$ cat src/logic/npw_defs.svh
`ifndef NPW_DEFS_SVH
`define NPW_DEFS_SVH
// Operation
// - Only guest address bits 47:0 are used
// - At most three entries before the final one
// - First entry: root 51:12, gpa 47:39, zero low
// - Second entry: parent 51:12, gpa 38:30 index
// - Directory entry: parent 51:12, gpa 29:21 index
// - Directory bit 7 clear: fetch leaf, gpa 20:12
// - Small page: leaf 51:12 plus gpa 11:0
// - Directory bit 7 set: entry 51:21, gpa 20:0
// - Bits 63:52 of every formed address zero
// - Bits 2:0 zero means absent, raises violation
// - Each table is 512 aligned 8-byte entries
// - First-level bits 0..2 grant read, write, fetch
// - First-level base in N-1:12, others unused
// - N is the reported physical width, bits 7:0
// - Absent first-level entry is never followed
// - Second-level bits 0..2 grant access rights
// - Second-level directory base in bits N-1:12
// - Walker works only while both enables set
// - Leaf bits 0..2 grant rights for its page
// - Disallowed access reported as a violation

// ==========================================
// Register offsets (byte addresses)
`define NPW_OFF_CTRL    8'h00
`define NPW_OFF_ROOT_LO 8'h04
`define NPW_OFF_ROOT_HI 8'h08
`define NPW_OFF_STAT    8'h0C
`define NPW_OFF_IDQ     8'h10
// ==========================================
// Fields and values
`define NPW_CTRL_EN_BIT  0
`define NPW_CTRL_PRI_BIT 31
`define NPW_LARGE_BIT    7
`define NPW_PA_W         48
`define NPW_HSIZE_WORD   3'h2
`define NPW_LAST_LVL     2'h3
`define NPW_DIR_LVL      2'h2
`define NPW_PERM_ALL     3'h7
`endif

$ cat src/logic/npw_pkg.sv
package npw_pkg;
    // Walker sequencing states
    typedef enum logic [1:0] {
        NPW_IDLE  = 2'b00,
        NPW_FETCH = 2'b01,
        NPW_WAIT  = 2'b10
    } npw_state_t;
endpackage

$ cat src/logic/npw_addr.sv
`timescale 1ns/1ps
// ==========================================
// Entry address former
module npw_addr #(
    parameter int PA_W = 48
) (
    input  wire logic [63:0] base_ent,
    input  wire logic [8:0]  idx,
    output logic      [63:0] ent_addr
);
    // Keeps base bits below the physical width
    localparam logic [39:0] BASE_MASK = 40'(({40{1'b1}}) >> (52 - PA_W));

    // Top zero, masked base, index, 8-byte aligned
    assign ent_addr = {12'h000, base_ent[51:12] & BASE_MASK,
                       idx, 3'h0};
endmodule

$ cat src/logic/npw_ahb.sv
`timescale 1ns/1ps
`include "npw_defs.svh"
// ==========================================
// AHB-Lite register slave, zero wait states
module npw_ahb #(
    parameter int PA_W = 48
) (
    input  wire logic        clk_sys,
    input  wire logic        rstn,
    input  wire logic        hsel,
    input  wire logic [31:0] haddr,
    input  wire logic [1:0]  htrans,
    input  wire logic        hwrite,
    input  wire logic [2:0]  hsize,
    input  wire logic [31:0] hwdata,
    input  wire logic        hready,
    output logic             hreadyout,
    output logic             hresp,
    output logic      [31:0] hrdata,
    output logic             xl_en,
    output logic      [63:0] root_ptr,
    input  wire logic        busy,
    input  wire logic        flt,
    input  wire logic [1:0]  flt_lvl,
    input  wire logic [15:0] walks
);
    logic [31:0] ctrl_ff;     // Control word
    logic [63:0] root_ff;     // Root pointer
    logic        wr_pend_ff;  // Write data phase due
    logic [7:0]  wr_addr_ff;  // Latched write offset
    logic [31:0] hrdata_ff;   // Registered read data
    logic [31:0] rd_val;      // Read mux
    logic        acc;         // Valid address phase

    assign acc       = hsel & hready & htrans[1];
    assign hreadyout = 1'b1;
    assign hresp     = 1'b0;
    assign hrdata    = hrdata_ff;
    assign root_ptr  = root_ff;
    // Both enables must be on
    assign xl_en = ctrl_ff[`NPW_CTRL_EN_BIT] & ctrl_ff[`NPW_CTRL_PRI_BIT];

    // ==========================================
    // Address phase capture for writes
    always_ff @(posedge clk_sys or negedge rstn) begin
        if (!rstn) begin
            wr_pend_ff <= 1'b0;
            wr_addr_ff <= 8'h00;
        end else begin
            wr_pend_ff <= acc & hwrite & (hsize == `NPW_HSIZE_WORD);
            wr_addr_ff <= haddr[7:0];
        end
    end

    // Data phase register writes
    always_ff @(posedge clk_sys or negedge rstn) begin
        if (!rstn) begin
            ctrl_ff <= 32'h00000000;
            root_ff <= 64'h0000000000000000;
        end else if (wr_pend_ff) begin
            case (wr_addr_ff)
                `NPW_OFF_CTRL:    ctrl_ff        <= hwdata;
                `NPW_OFF_ROOT_LO: root_ff[31:0]  <= hwdata;
                `NPW_OFF_ROOT_HI: root_ff[63:32] <= hwdata;
                default: ; // Read-only or unmapped
            endcase
        end
    end

    // Read mux; unmapped reads zero
    always_comb begin
        rd_val = 32'h00000000;
        case (haddr[7:0])
            `NPW_OFF_CTRL:    rd_val = ctrl_ff;
            `NPW_OFF_ROOT_LO: rd_val = root_ff[31:0];
            `NPW_OFF_ROOT_HI: rd_val = root_ff[63:32];
            `NPW_OFF_STAT:    rd_val = {walks, 10'h000, flt_lvl, 2'h0, flt, busy};
            `NPW_OFF_IDQ:     rd_val = {24'h000000, 8'(PA_W)};
            default:          rd_val = 32'h00000000;
        endcase
    end

    // Read data latched at address phase
    always_ff @(posedge clk_sys or negedge rstn) begin
        if (!rstn) begin
            hrdata_ff <= 32'h00000000;
        end else if (acc & !hwrite) begin
            hrdata_ff <= rd_val;
        end
    end
endmodule

$ cat src/logic/npw_walker.sv
`timescale 1ns/1ps
`include "npw_defs.svh"
// ==========================================
// Nested page walker, top level
module npw_walker
    import npw_pkg::*;
#(
    parameter int PA_W = `NPW_PA_W
) (
    input  wire logic        clk_sys,
    input  wire logic        rstn,
    input  wire logic        hsel,
    input  wire logic [31:0] haddr,
    input  wire logic [1:0]  htrans,
    input  wire logic        hwrite,
    input  wire logic [2:0]  hsize,
    input  wire logic [31:0] hwdata,
    input  wire logic        hready,
    output logic             hreadyout,
    output logic             hresp,
    output logic      [31:0] hrdata,
    input  wire logic        req_valid,
    output logic             req_ready,
    input  wire logic [63:0] req_gpa,
    input  wire logic [2:0]  req_acc,
    output logic             rsp_valid,
    output logic      [63:0] rsp_pa,
    output logic      [2:0]  rsp_perm,
    output logic             rsp_fault,
    output logic             mem_req_valid,
    input  wire logic        mem_req_ready,
    output logic      [63:0] mem_req_addr,
    input  wire logic        mem_rsp_valid,
    input  wire logic [63:0] mem_rsp_data
);
    // ==========================================
    // Declarations
    npw_state_t  state_ff;      // Walk sequencer
    logic [1:0]  lvl_ff;        // Level being read
    logic [47:0] gpa_ff;        // Captured guest address
    logic [2:0]  acc_ff;        // Requested access kind
    logic [2:0]  perm_ff;       // Rights gathered so far
    logic [63:0] addr_ff;       // Entry address out
    logic        rsp_valid_ff;  // Answer strobe
    logic [63:0] rsp_pa_ff;     // Answer address
    logic [2:0]  rsp_perm_ff;   // Answer rights
    logic        rsp_fault_ff;  // Answer violation
    logic        flt_ff;        // Last walk faulted
    logic [1:0]  flt_lvl_ff;    // Level where last walk ended
    logic [15:0] walks_ff;      // Completed walks
    logic        xl_en;         // Translation enabled
    logic [63:0] root_ptr;      // walk_root_pointer
    logic        take;          // Request accepted
    logic        ent_in;        // Entry arrived
    logic        ent_absent;    // Entry not present
    logic        ent_large;     // Directory maps big page
    logic        ent_last;      // Entry ends the walk
    logic [2:0]  perm_new;      // Rights incl. this entry
    logic        perm_bad;      // Access not permitted
    logic [1:0]  nxt_lvl;       // Level of next read
    logic [47:0] gsrc;          // Guest address source
    logic [63:0] src;           // Parent entry source
    logic [8:0]  idx;           // Table index
    logic [63:0] ent_addr;      // Formed entry address

    // ==========================================
    // Register slave
    npw_ahb #(
        .PA_W (PA_W)
    ) i_npw_ahb (
        .clk_sys   (clk_sys),
        .rstn      (rstn),
        .hsel      (hsel),
        .haddr     (haddr),
        .htrans    (htrans),
        .hwrite    (hwrite),
        .hsize     (hsize),
        .hwdata    (hwdata),
        .hready    (hready),
        .hreadyout (hreadyout),
        .hresp     (hresp),
        .hrdata    (hrdata),
        .xl_en     (xl_en),
        .root_ptr  (root_ptr),
        .busy      (state_ff != NPW_IDLE),
        .flt       (flt_ff),
        .flt_lvl   (flt_lvl_ff),
        .walks     (walks_ff)
    );

    // ==========================================
    // Entry decode
    assign take       = req_valid & req_ready;
    assign ent_in     = (state_ff == NPW_WAIT) & mem_rsp_valid;
    assign ent_absent = mem_rsp_data[2:0] == 3'h0;
    // Rights narrow at every level
    assign perm_new   = perm_ff & mem_rsp_data[2:0];
    assign ent_large  = (lvl_ff == `NPW_DIR_LVL) & mem_rsp_data[`NPW_LARGE_BIT];
    // Depth four, fourth entry is final
    assign ent_last   = ent_large | (lvl_ff == `NPW_LAST_LVL);
    assign perm_bad   = |(acc_ff & ~perm_new);

    // Next level and its sources
    assign nxt_lvl = (state_ff == NPW_IDLE) ? 2'h0 : 2'(lvl_ff + 2'h1);
    assign gsrc    = (state_ff == NPW_IDLE) ? req_gpa[47:0] : gpa_ff;
    assign src     = (state_ff == NPW_IDLE) ? root_ptr : mem_rsp_data;

    // Index slice per level
    always_comb begin
        idx = 9'h000;
        unique case (nxt_lvl)
            2'h0: idx = gsrc[47:39];
            2'h1: idx = gsrc[38:30];
            2'h2: idx = gsrc[29:21];
            2'h3: idx = gsrc[20:12];
        endcase
    end

    // Address former, also yields page frame
    npw_addr #(
        .PA_W (PA_W)
    ) i_npw_addr (
        .base_ent (src),
        .idx      (idx),
        .ent_addr (ent_addr)
    );

    // ==========================================
    // Handshake outputs
    assign req_ready     = state_ff == NPW_IDLE;
    assign mem_req_valid = state_ff == NPW_FETCH;
    assign mem_req_addr  = addr_ff;
    assign rsp_valid     = rsp_valid_ff;
    assign rsp_pa        = rsp_pa_ff;
    assign rsp_perm      = rsp_perm_ff;
    assign rsp_fault     = rsp_fault_ff;

    // ==========================================
    // Sequencer
    always_ff @(posedge clk_sys or negedge rstn) begin
        if (!rstn) begin
            state_ff <= NPW_IDLE;
        end else begin
            unique case (state_ff)
                NPW_IDLE: begin
                    // Disabled requests answer at once
                    if (take && xl_en) begin
                        state_ff <= NPW_FETCH;
                    end
                end
                NPW_FETCH: begin
                    if (mem_req_ready) begin
                        state_ff <= NPW_WAIT;
                    end
                end
                NPW_WAIT: begin
                    if (ent_in && (ent_absent || ent_last)) begin
                        state_ff <= NPW_IDLE;
                    end else if (ent_in) begin
                        state_ff <= NPW_FETCH;
                    end
                end
                default: state_ff <= NPW_IDLE; // Illegal code
            endcase
        end
    end

    // Level and entry address
    always_ff @(posedge clk_sys or negedge rstn) begin
        if (!rstn) begin
            lvl_ff  <= 2'h0;
            addr_ff <= 64'h0000000000000000;
        end else if (take) begin
            lvl_ff  <= 2'h0;
            addr_ff <= ent_addr;
        end else if (ent_in && !ent_absent && !ent_last) begin
            // Follow only present entries
            lvl_ff  <= nxt_lvl;
            addr_ff <= ent_addr;
        end
    end

    // Request capture and gathered rights
    always_ff @(posedge clk_sys or negedge rstn) begin
        if (!rstn) begin
            gpa_ff  <= 48'h000000000000;
            acc_ff  <= 3'h0;
            perm_ff <= 3'h0;
        end else if (take) begin
            gpa_ff  <= req_gpa[47:0];
            acc_ff  <= req_acc;
            perm_ff <= `NPW_PERM_ALL;
        end else if (ent_in) begin
            perm_ff <= perm_new;
        end
    end

    // Answer to the core
    always_ff @(posedge clk_sys or negedge rstn) begin
        if (!rstn) begin
            rsp_valid_ff <= 1'b0;
            rsp_pa_ff    <= 64'h0000000000000000;
            rsp_perm_ff  <= 3'h0;
            rsp_fault_ff <= 1'b0;
        end else begin
            rsp_valid_ff <= 1'b0;
            if (take && !xl_en) begin
                // Pass-through while disabled
                rsp_valid_ff <= 1'b1;
                rsp_pa_ff    <= {16'h0000, req_gpa[47:0]};
                rsp_perm_ff  <= `NPW_PERM_ALL;
                rsp_fault_ff <= 1'b0;
            end else if (ent_in && ent_absent) begin
                // Absent entry, no address given
                rsp_valid_ff <= 1'b1;
                rsp_pa_ff    <= 64'h0000000000000000;
                rsp_perm_ff  <= 3'h0;
                rsp_fault_ff <= 1'b1;
            end else if (ent_in && ent_large) begin
                rsp_valid_ff <= 1'b1;
                rsp_pa_ff    <= {ent_addr[63:21], gpa_ff[20:0]};
                rsp_perm_ff  <= perm_new;
                rsp_fault_ff <= perm_bad;
            end else if (ent_in && ent_last) begin
                rsp_valid_ff <= 1'b1;
                rsp_pa_ff    <= {ent_addr[63:12], gpa_ff[11:0]};
                rsp_perm_ff  <= perm_new;
                rsp_fault_ff <= perm_bad;
            end
        end
    end

    // Status for software
    always_ff @(posedge clk_sys or negedge rstn) begin
        if (!rstn) begin
            flt_ff     <= 1'b0;
            flt_lvl_ff <= 2'h0;
            walks_ff   <= 16'h0000;
        end else if (ent_in && (ent_absent || ent_last)) begin
            flt_ff     <= ent_absent | perm_bad;
            flt_lvl_ff <= lvl_ff;
            walks_ff   <= 16'(walks_ff + 16'h0001);
        end
    end

    // Reads per walk, helper counter
    logic [2:0] rd_cnt_ff;
    always_ff @(posedge clk_sys or negedge rstn) begin
        if (!rstn) begin
            rd_cnt_ff <= 3'h0;
        end else if (take) begin
            rd_cnt_ff <= 3'h0;
        end else if (mem_req_valid && mem_req_ready) begin
            rd_cnt_ff <= 3'(rd_cnt_ff + 3'h1);
        end
    end
endmodule

$ cat config.mk
export PLATFORM = sky130hd
export DESIGN_NAME = npw_walker
export DESIGN_NICKNAME = d
export VERILOG_FILES = /design/src/logic/npw_pkg.sv /design/src/logic/npw_addr.sv /design/src/logic/npw_ahb.sv /design/src/logic/npw_walker.sv
export VERILOG_INCLUDE_DIRS = /design/src /design/src/logic
export SDC_FILE = /design/constraint.sdc
export NUM_CORES = 1
export LEC_CHECK = 0
export BUFFER_PORTS_ARGS = -buffer_cell sky130_fd_sc_hd__buf_2
export CAP_MARGIN = 20
export CORE_UTILIZATION = 57
export CTS_CLUSTER_SIZE = 16
export DETAILED_ROUTE_END_ITERATION = 10
export GPL_TIMING_DRIVEN = 0
export PLACE_DENSITY = 0.9
export SLEW_MARGIN = 40
export SYNTH_ARGS = -nofsm -noshare
export SYNTH_HDL_FRONTEND = slang
export SYNTH_SLANG_ARGS = --single-unit
$ cat constraint.sdc
create_clock -name clk_sys -period 4.71 [get_ports clk_sys]
set_input_delay 0.471 -clock clk_sys [delete_from_list [all_inputs] [get_ports clk_sys]]
set_output_delay 0.471 -clock clk_sys [all_outputs]
set_load 0.03 [all_outputs]
Yosys cells after proc, flatten, opt, wreduce, memory -nomap -nowiden
Index checks and enable logic that the tools add are counted.

Flip-flop bits (word level): 347. Input bits: 208. Output and inout bits: 169. Logic and storage cells: 111.

Add/sub/neg operators: 2. Equal/unequal tests: 17. Mux-type cells: 32. Bitwise gates (word level): 14. Reductions and logical operators: 27.

Operators by type and width (count): two-way mux 64 bit (6); case mux 32 bit (5 select lines) (1); two-way mux 48 bit (2); case mux 9 bit (4 select lines) (1); equality test 8 x 4 -> 1 bit (second input constant) (3); two-way mux 3 bit (6); adder 16 x 1 -> 16 bit (second input constant) (1); equality test 8 x 3 -> 1 bit (second input constant) (2); zero test 8 bit (2); two-way mux 2 bit (7); equality test 2 bit (second input constant) (5); AND 1 bit (9); equality test 8 x 5 -> 1 bit (second input constant) (1); logical AND 1 bit (8); two-way mux 1 bit (8); AND 3 bit (2); case mux 2 bit (3 select lines) (1); AND reduction 2 bit (3); nonzero test 2 bit (3); equality test 2 x 1 -> 1 bit (second input constant) (2); zero test 1 bit (4); zero test 2 bit (2); inequality test 2 x 1 -> 1 bit (second input constant) (2); nonzero test 4 bit (1); other kinds (9) (10).

Logic depth before layout (Yosys ltp)
Word-level depth: 8. Mapped depth: 9. Depth with buffers taken out: 6.

Modules after synthesis
A second synthesis with hierarchy kept.

Cells, all modules: 1161. Area, all modules: 16075.4 µm².

Modules (own cells, without submodules): npw_walker (instances 1, cells each 720, area each 9675.5 µm², sequential area each 5255.0 µm²); npw_ahb (instances 1, cells each 376, area each 5915.7 µm², sequential area each 3428.3 µm²); npw_addr (instances 1, cells each 65, area each 484.2 µm², sequential area each 0.0 µm²).

Worst setup path before layout
OpenSTA, ideal clock, no wires.

Path kind: reg-to-reg. Start: reg lvl_ff[0]. End: reg addr_ff[38], in the netlist mem_req_addr[38]. Setup time: 125 ps. Arrival: 2570 ps. Data required time: 4585 ps. Path slack: 2016 ps. Stages on the path, launching flop included: 10. Path buffers: 3. Clock period less this slack: 2694 ps. Path through: dfrtp_1 > buf_1 > inv_1 > ha_1 > a21oi_1 > nand4_1 > a21oi_1 > buf_2 > buf_2 > mux2_2.

Word-level cells in the longest chain between the ends: 6. Elaborated cells on any way between the ends: 7. Those cells by class: 2 x eq/ne; 2 x bitwise; 3 x reduce/logical.

RTL lines: start: declaration (RTL line npw_walker.sv:39) `logic [1:0] lvl_ff;`; start signal: assignment (RTL line npw_walker.sv:178) `lvl_ff <= nxt_lvl;`; equality test 2 bit (no line); AND 1 bit (RTL line npw_walker.sv:98) `` assign ent_large = (lvl_ff == `NPW_DIR_LVL) & mem_rsp_data[`NPW_LARGE_BIT]; ``; bitwise OR 1 bit (*) (RTL line npw_walker.sv:100) `` assign ent_last = ent_large | (lvl_ff == `NPW_LAST_LVL); ``; zero test 1 bit (*) (RTL line npw_walker.sv:176) `end else if (ent_in && !ent_absent && !ent_last) begin`; logical AND 1 bit (*) (RTL line npw_walker.sv:176); nonzero test 2 bit (no line) (*); end signal: assignment (RTL line npw_walker.sv:175) `addr_ff <= ent_addr;`; end signal: assignment (RTL line npw_walker.sv:179) `addr_ff <= ent_addr;`; end: declaration (RTL line npw_walker.sv:43) `logic [63:0] addr_ff;`.

Mark *: on every way between the ends. The rest lies on a longest branch, timed or not. A chain may end at the register's enable or synchronous reset.

Final worst setup path
Start: reg lvl_ff[0]. End: reg addr_ff[32], in the netlist mem_req_addr[32].

Same word-level chain as after synthesis.

==> run metrics <==
status=finished clean; worst slew pin tran=0.795 ns; clk root buf=clkbuf_16; HPWL Detailed=30.0 mm; Initial Utilization=57.8%; Post-Syn Area=14000 um^2; crit path DAT=3.48 ns; CP required=5.16 ns; Max Cap Viol=0; layout cell share with drive strength beyond 1=45.2%; largest net degree at the start of global routing=80; total power=6.25 mW; H-tree Lvls=1; Clock Power Share=39.7%; fmax=329 MHz; Post-synth ARST share=100%; cells along the critical path=buf_1 -> inv_1 -> ha_1 -> a21oi_1 -> nand4_1 -> a21oi_1 -> buf_2 -> buf_2 -> mux2_2; number of global-route vias before repair=10600; Register Area=7810 um^2; global-route wire length before repair=62.1 mm; Netlist cell types=52; Worst slew margin=47.0%; core box area=24200 um^2; PD cells=365 nW/um^2; synth top area cells=dfrtp_1 (56%), mux2_2 (18%), mux4_2 (4.7%), mux2i_1 (2.4%), buf_4 (2.0%); post-route clock period utilization=64.5%; Worst setup SP type=flop; Routed WL=39.9 mm; # clock sinks=312; row count=57; antenna violations before repair=9; GRT overflow=0; final hold viol count=0; Switching Share=26.1%; DRT iter0 DRCs=764; VDD IR max=0.000308 V; die span in x=159 um; Area after DPL=16000 um^2; pins over their slew limit=0; router iterations before antenna repair=7; Multi-input gate area=5720 um^2; RSZ-0062 raised after global routing=false; filler instances=1653; final instance area=17100 um^2; CP endpoint kind=flop; Remaining DRCs=0; CTS clock-pin slew for the worst setup and hold paths=0.06 ns; Worst Slack Setup Final=1.67 ns; setup violators final=0; Gate power share=13.3%; worst skew pair latency=0.57 ns; #FFs+latches synth=312; Synth top cells by count=dfrtp_1 (312), mux2_2 (219), nand2_1 (54), a21oi_1 (46), o21ai_0 (45); switching power=1.63 mW; PortBufs=274; Avg Vias per Cell=5.88; Total Routing Usage GR=32.2%; Final Critical Period=3.04 ns; nets=1623; number of synthesized flops with an enable pin=0; Worst Hold Class=input port to flop; Syn. warnings=0; Detail Route Antenna Nets=0; P_int=4.62 mW; area growth from synthesis to layout=22.2%; post-synth top area share=55.7%; CTS tree=built; RD Place Congestion=0.920; # Post-CTS Setup Buffers=0; die height=159 um; Synth Flop Type=dfrtp_1; Reg power frac=47.0%; WS Path Type=flop to flop; Crit-path slowest cell=a21oi_1; Die Footprint=25200 um^2; Setup WS pre-CTS=1.39 ns; via count=10400; crit-path max cell delay=0.42 ns; WL/cell=22.6 um; Crit Path Max Fanout=10; Post-Syn Instances=1064; PostCTS Resize Cnt=0; I/O pin total=377; post-route setup TNS=0 ns; Clock Path Buffers=3; most frequent cell after synthesis=dfrtp_1; Worst Clk Skew=0.0214 ns; Post-Syn Area per Cell=13.2 um^2; part of the Yosys area used for sequential elements=55.7%; Leak=8.11 nW; CTS buffer count=31; Yosys top cell by area=dfrtp_1
==> registers in the layout (all words and copies together) (netlist names), 2 cells and up <==
register,cells
acc_ff,3
flt_lvl_ff,2
gpa_ff,48
i_npw_ahb.ctrl_ff,32
i_npw_ahb.hrdata,32
i_npw_ahb.root_ptr,64
i_npw_ahb.wr_addr_ff,8
lvl_ff,2
mem_req_addr,45
perm_ff,3
rsp_pa,48
rsp_perm,3
state_ff,2
walks_ff,16
==> critical path: cells and delay by family (launching register included) <==
kind	cells	cell delay, ns
simple gates	1	0.16
compound gates	2	0.61
buf+inv	4	1.09
fa+ha+maj	1	0.28
mux	1	0.39
flops	1	0.40
==> power groups by stage <==
| stage | sequential (mW) | clock, mW | combinational [mW] |
|---|---|---|---|
| 2_1_floorplan | 3.11 | 0 | 0.340 |
| 3_3_place_gp | 2.97 | 0 | 0.789 |
| 3_5_place_dp | 2.98 | 0 | 0.822 |
| 4_1_cts | 2.93 | 2.50 | 0.828 |
| 5_1_grt | 2.95 | 2.61 | 0.881 |
| 6_report | 2.94 | 2.48 | 0.828 |
==> area by class of cell <==
| class | count | area share (%) |
|---|---|---|
| tap | 324 | 2.37 |
| antenna | 6 | 0.0877 |
| clock buffer | 48 | 5.43 |
| sequential | 312 | 45.6 |
| timing repair buffer | 280 | 8.81 |
| inverter | 13 | 0.285 |
| multi-input combinational | 668 | 33.4 |
| buffer | 106 | 3.43 |
| clock inverter | 8 | 0.570 |
==> cells in the final DEF, fill, tap and decap left out, types with 4 or more instances in the layout <==
cell,n
a211o_1,9
a21oi_1,46
a22o_1,31
a2bb2oi_1,24
buf_1,6
buf_16,4
buf_2,295
buf_4,38
clkbuf_1,45
clkbuf_16,31
clkbuf_8,9
clkinv_2,4
conb_1,37
dfrtp_1,312
diode_2,6
inv_1,13
mux2_2,219
mux2i_1,33
mux4_2,29
nand2_1,54
nand3_1,28
nand4_1,6
nor2_1,30
nor3_1,12
o211ai_1,5
o21ai_0,45
xnor2_1,9
xor2_1,6
==> stage by stage <==
| stage | utilization (%) | hold WS [ns] | std cells |
|---|---|---|---|
| 6_report | 70.6 | 0.0281 | 1765 |
| 5_1_grt | 70.6 | 0.0222 | 1763 |
| 4_1_cts | 70.5 | 0.0108 | 1758 |
| 3_5_place_dp | 66.2 | 0.326 | 1701 |
| 3_3_place_gp | 65.7 | 0.462 | 1697 |
| 2_1_floorplan | - | 0.175 | 1099 |
==> final timing paths <==
check | startpoint | to | slack, ns | depth (start not counted)
setup reg to reg | lvl_ff[0] | mem_req_addr[32] | 1.67 | 9
min in group asynchronous | rstn | i_npw_ahb.root_ptr[23] | 0.33 | 2
hold / removal | haddr[1] | i_npw_ahb.wr_addr_ff[1] | 0.03 | 1
hold reg to reg | i_npw_ahb.hrdata[27] | i_npw_ahb.hrdata[27] | 0.50 | 1
max in group asynchronous | rstn | mem_req_addr[9] | 3.34 | 4
setup / recovery | lvl_ff[0] | mem_req_addr[32] | 1.67 | 9
==> cell families (layout without fill, tap and decap cells) <==
group / Yosys count / count (layout) / synth area share [%]
other: 2 / 43 / 0.0536
buffers and inverters: 119 / 455 / 4.53
adder cells (fa/ha/maj): 3 / 3 / 0.268
XOR/XNOR: 15 / 15 / 0.937
multiplexers: 281 / 281 / 24.6
AND/OR/NAND/NOR: 159 / 159 / 5.54
flip-flops: 312 / 312 / 55.7
AO/OA/AOI/OAI: 173 / 173 / 8.36
==> metal layers <==
layer / global-route usage, % / wire, um / vias to the layer above
met5: 0 / 46 / -
met4: 14.1 / 1810 / 8
met3: 8.39 / 3300 / 116
met2: 51.8 / 19200 / 521
met1: 41.3 / 15600 / 5212
li1: - / - / 4519
==> timing repair <==
action,in CTS,in global routing
hold buffers,1,0
endpoints found under the hold margin,19,0
endpoints found under the setup margin,0,0
No activity file was read; power rests on OpenSTA's default activity.
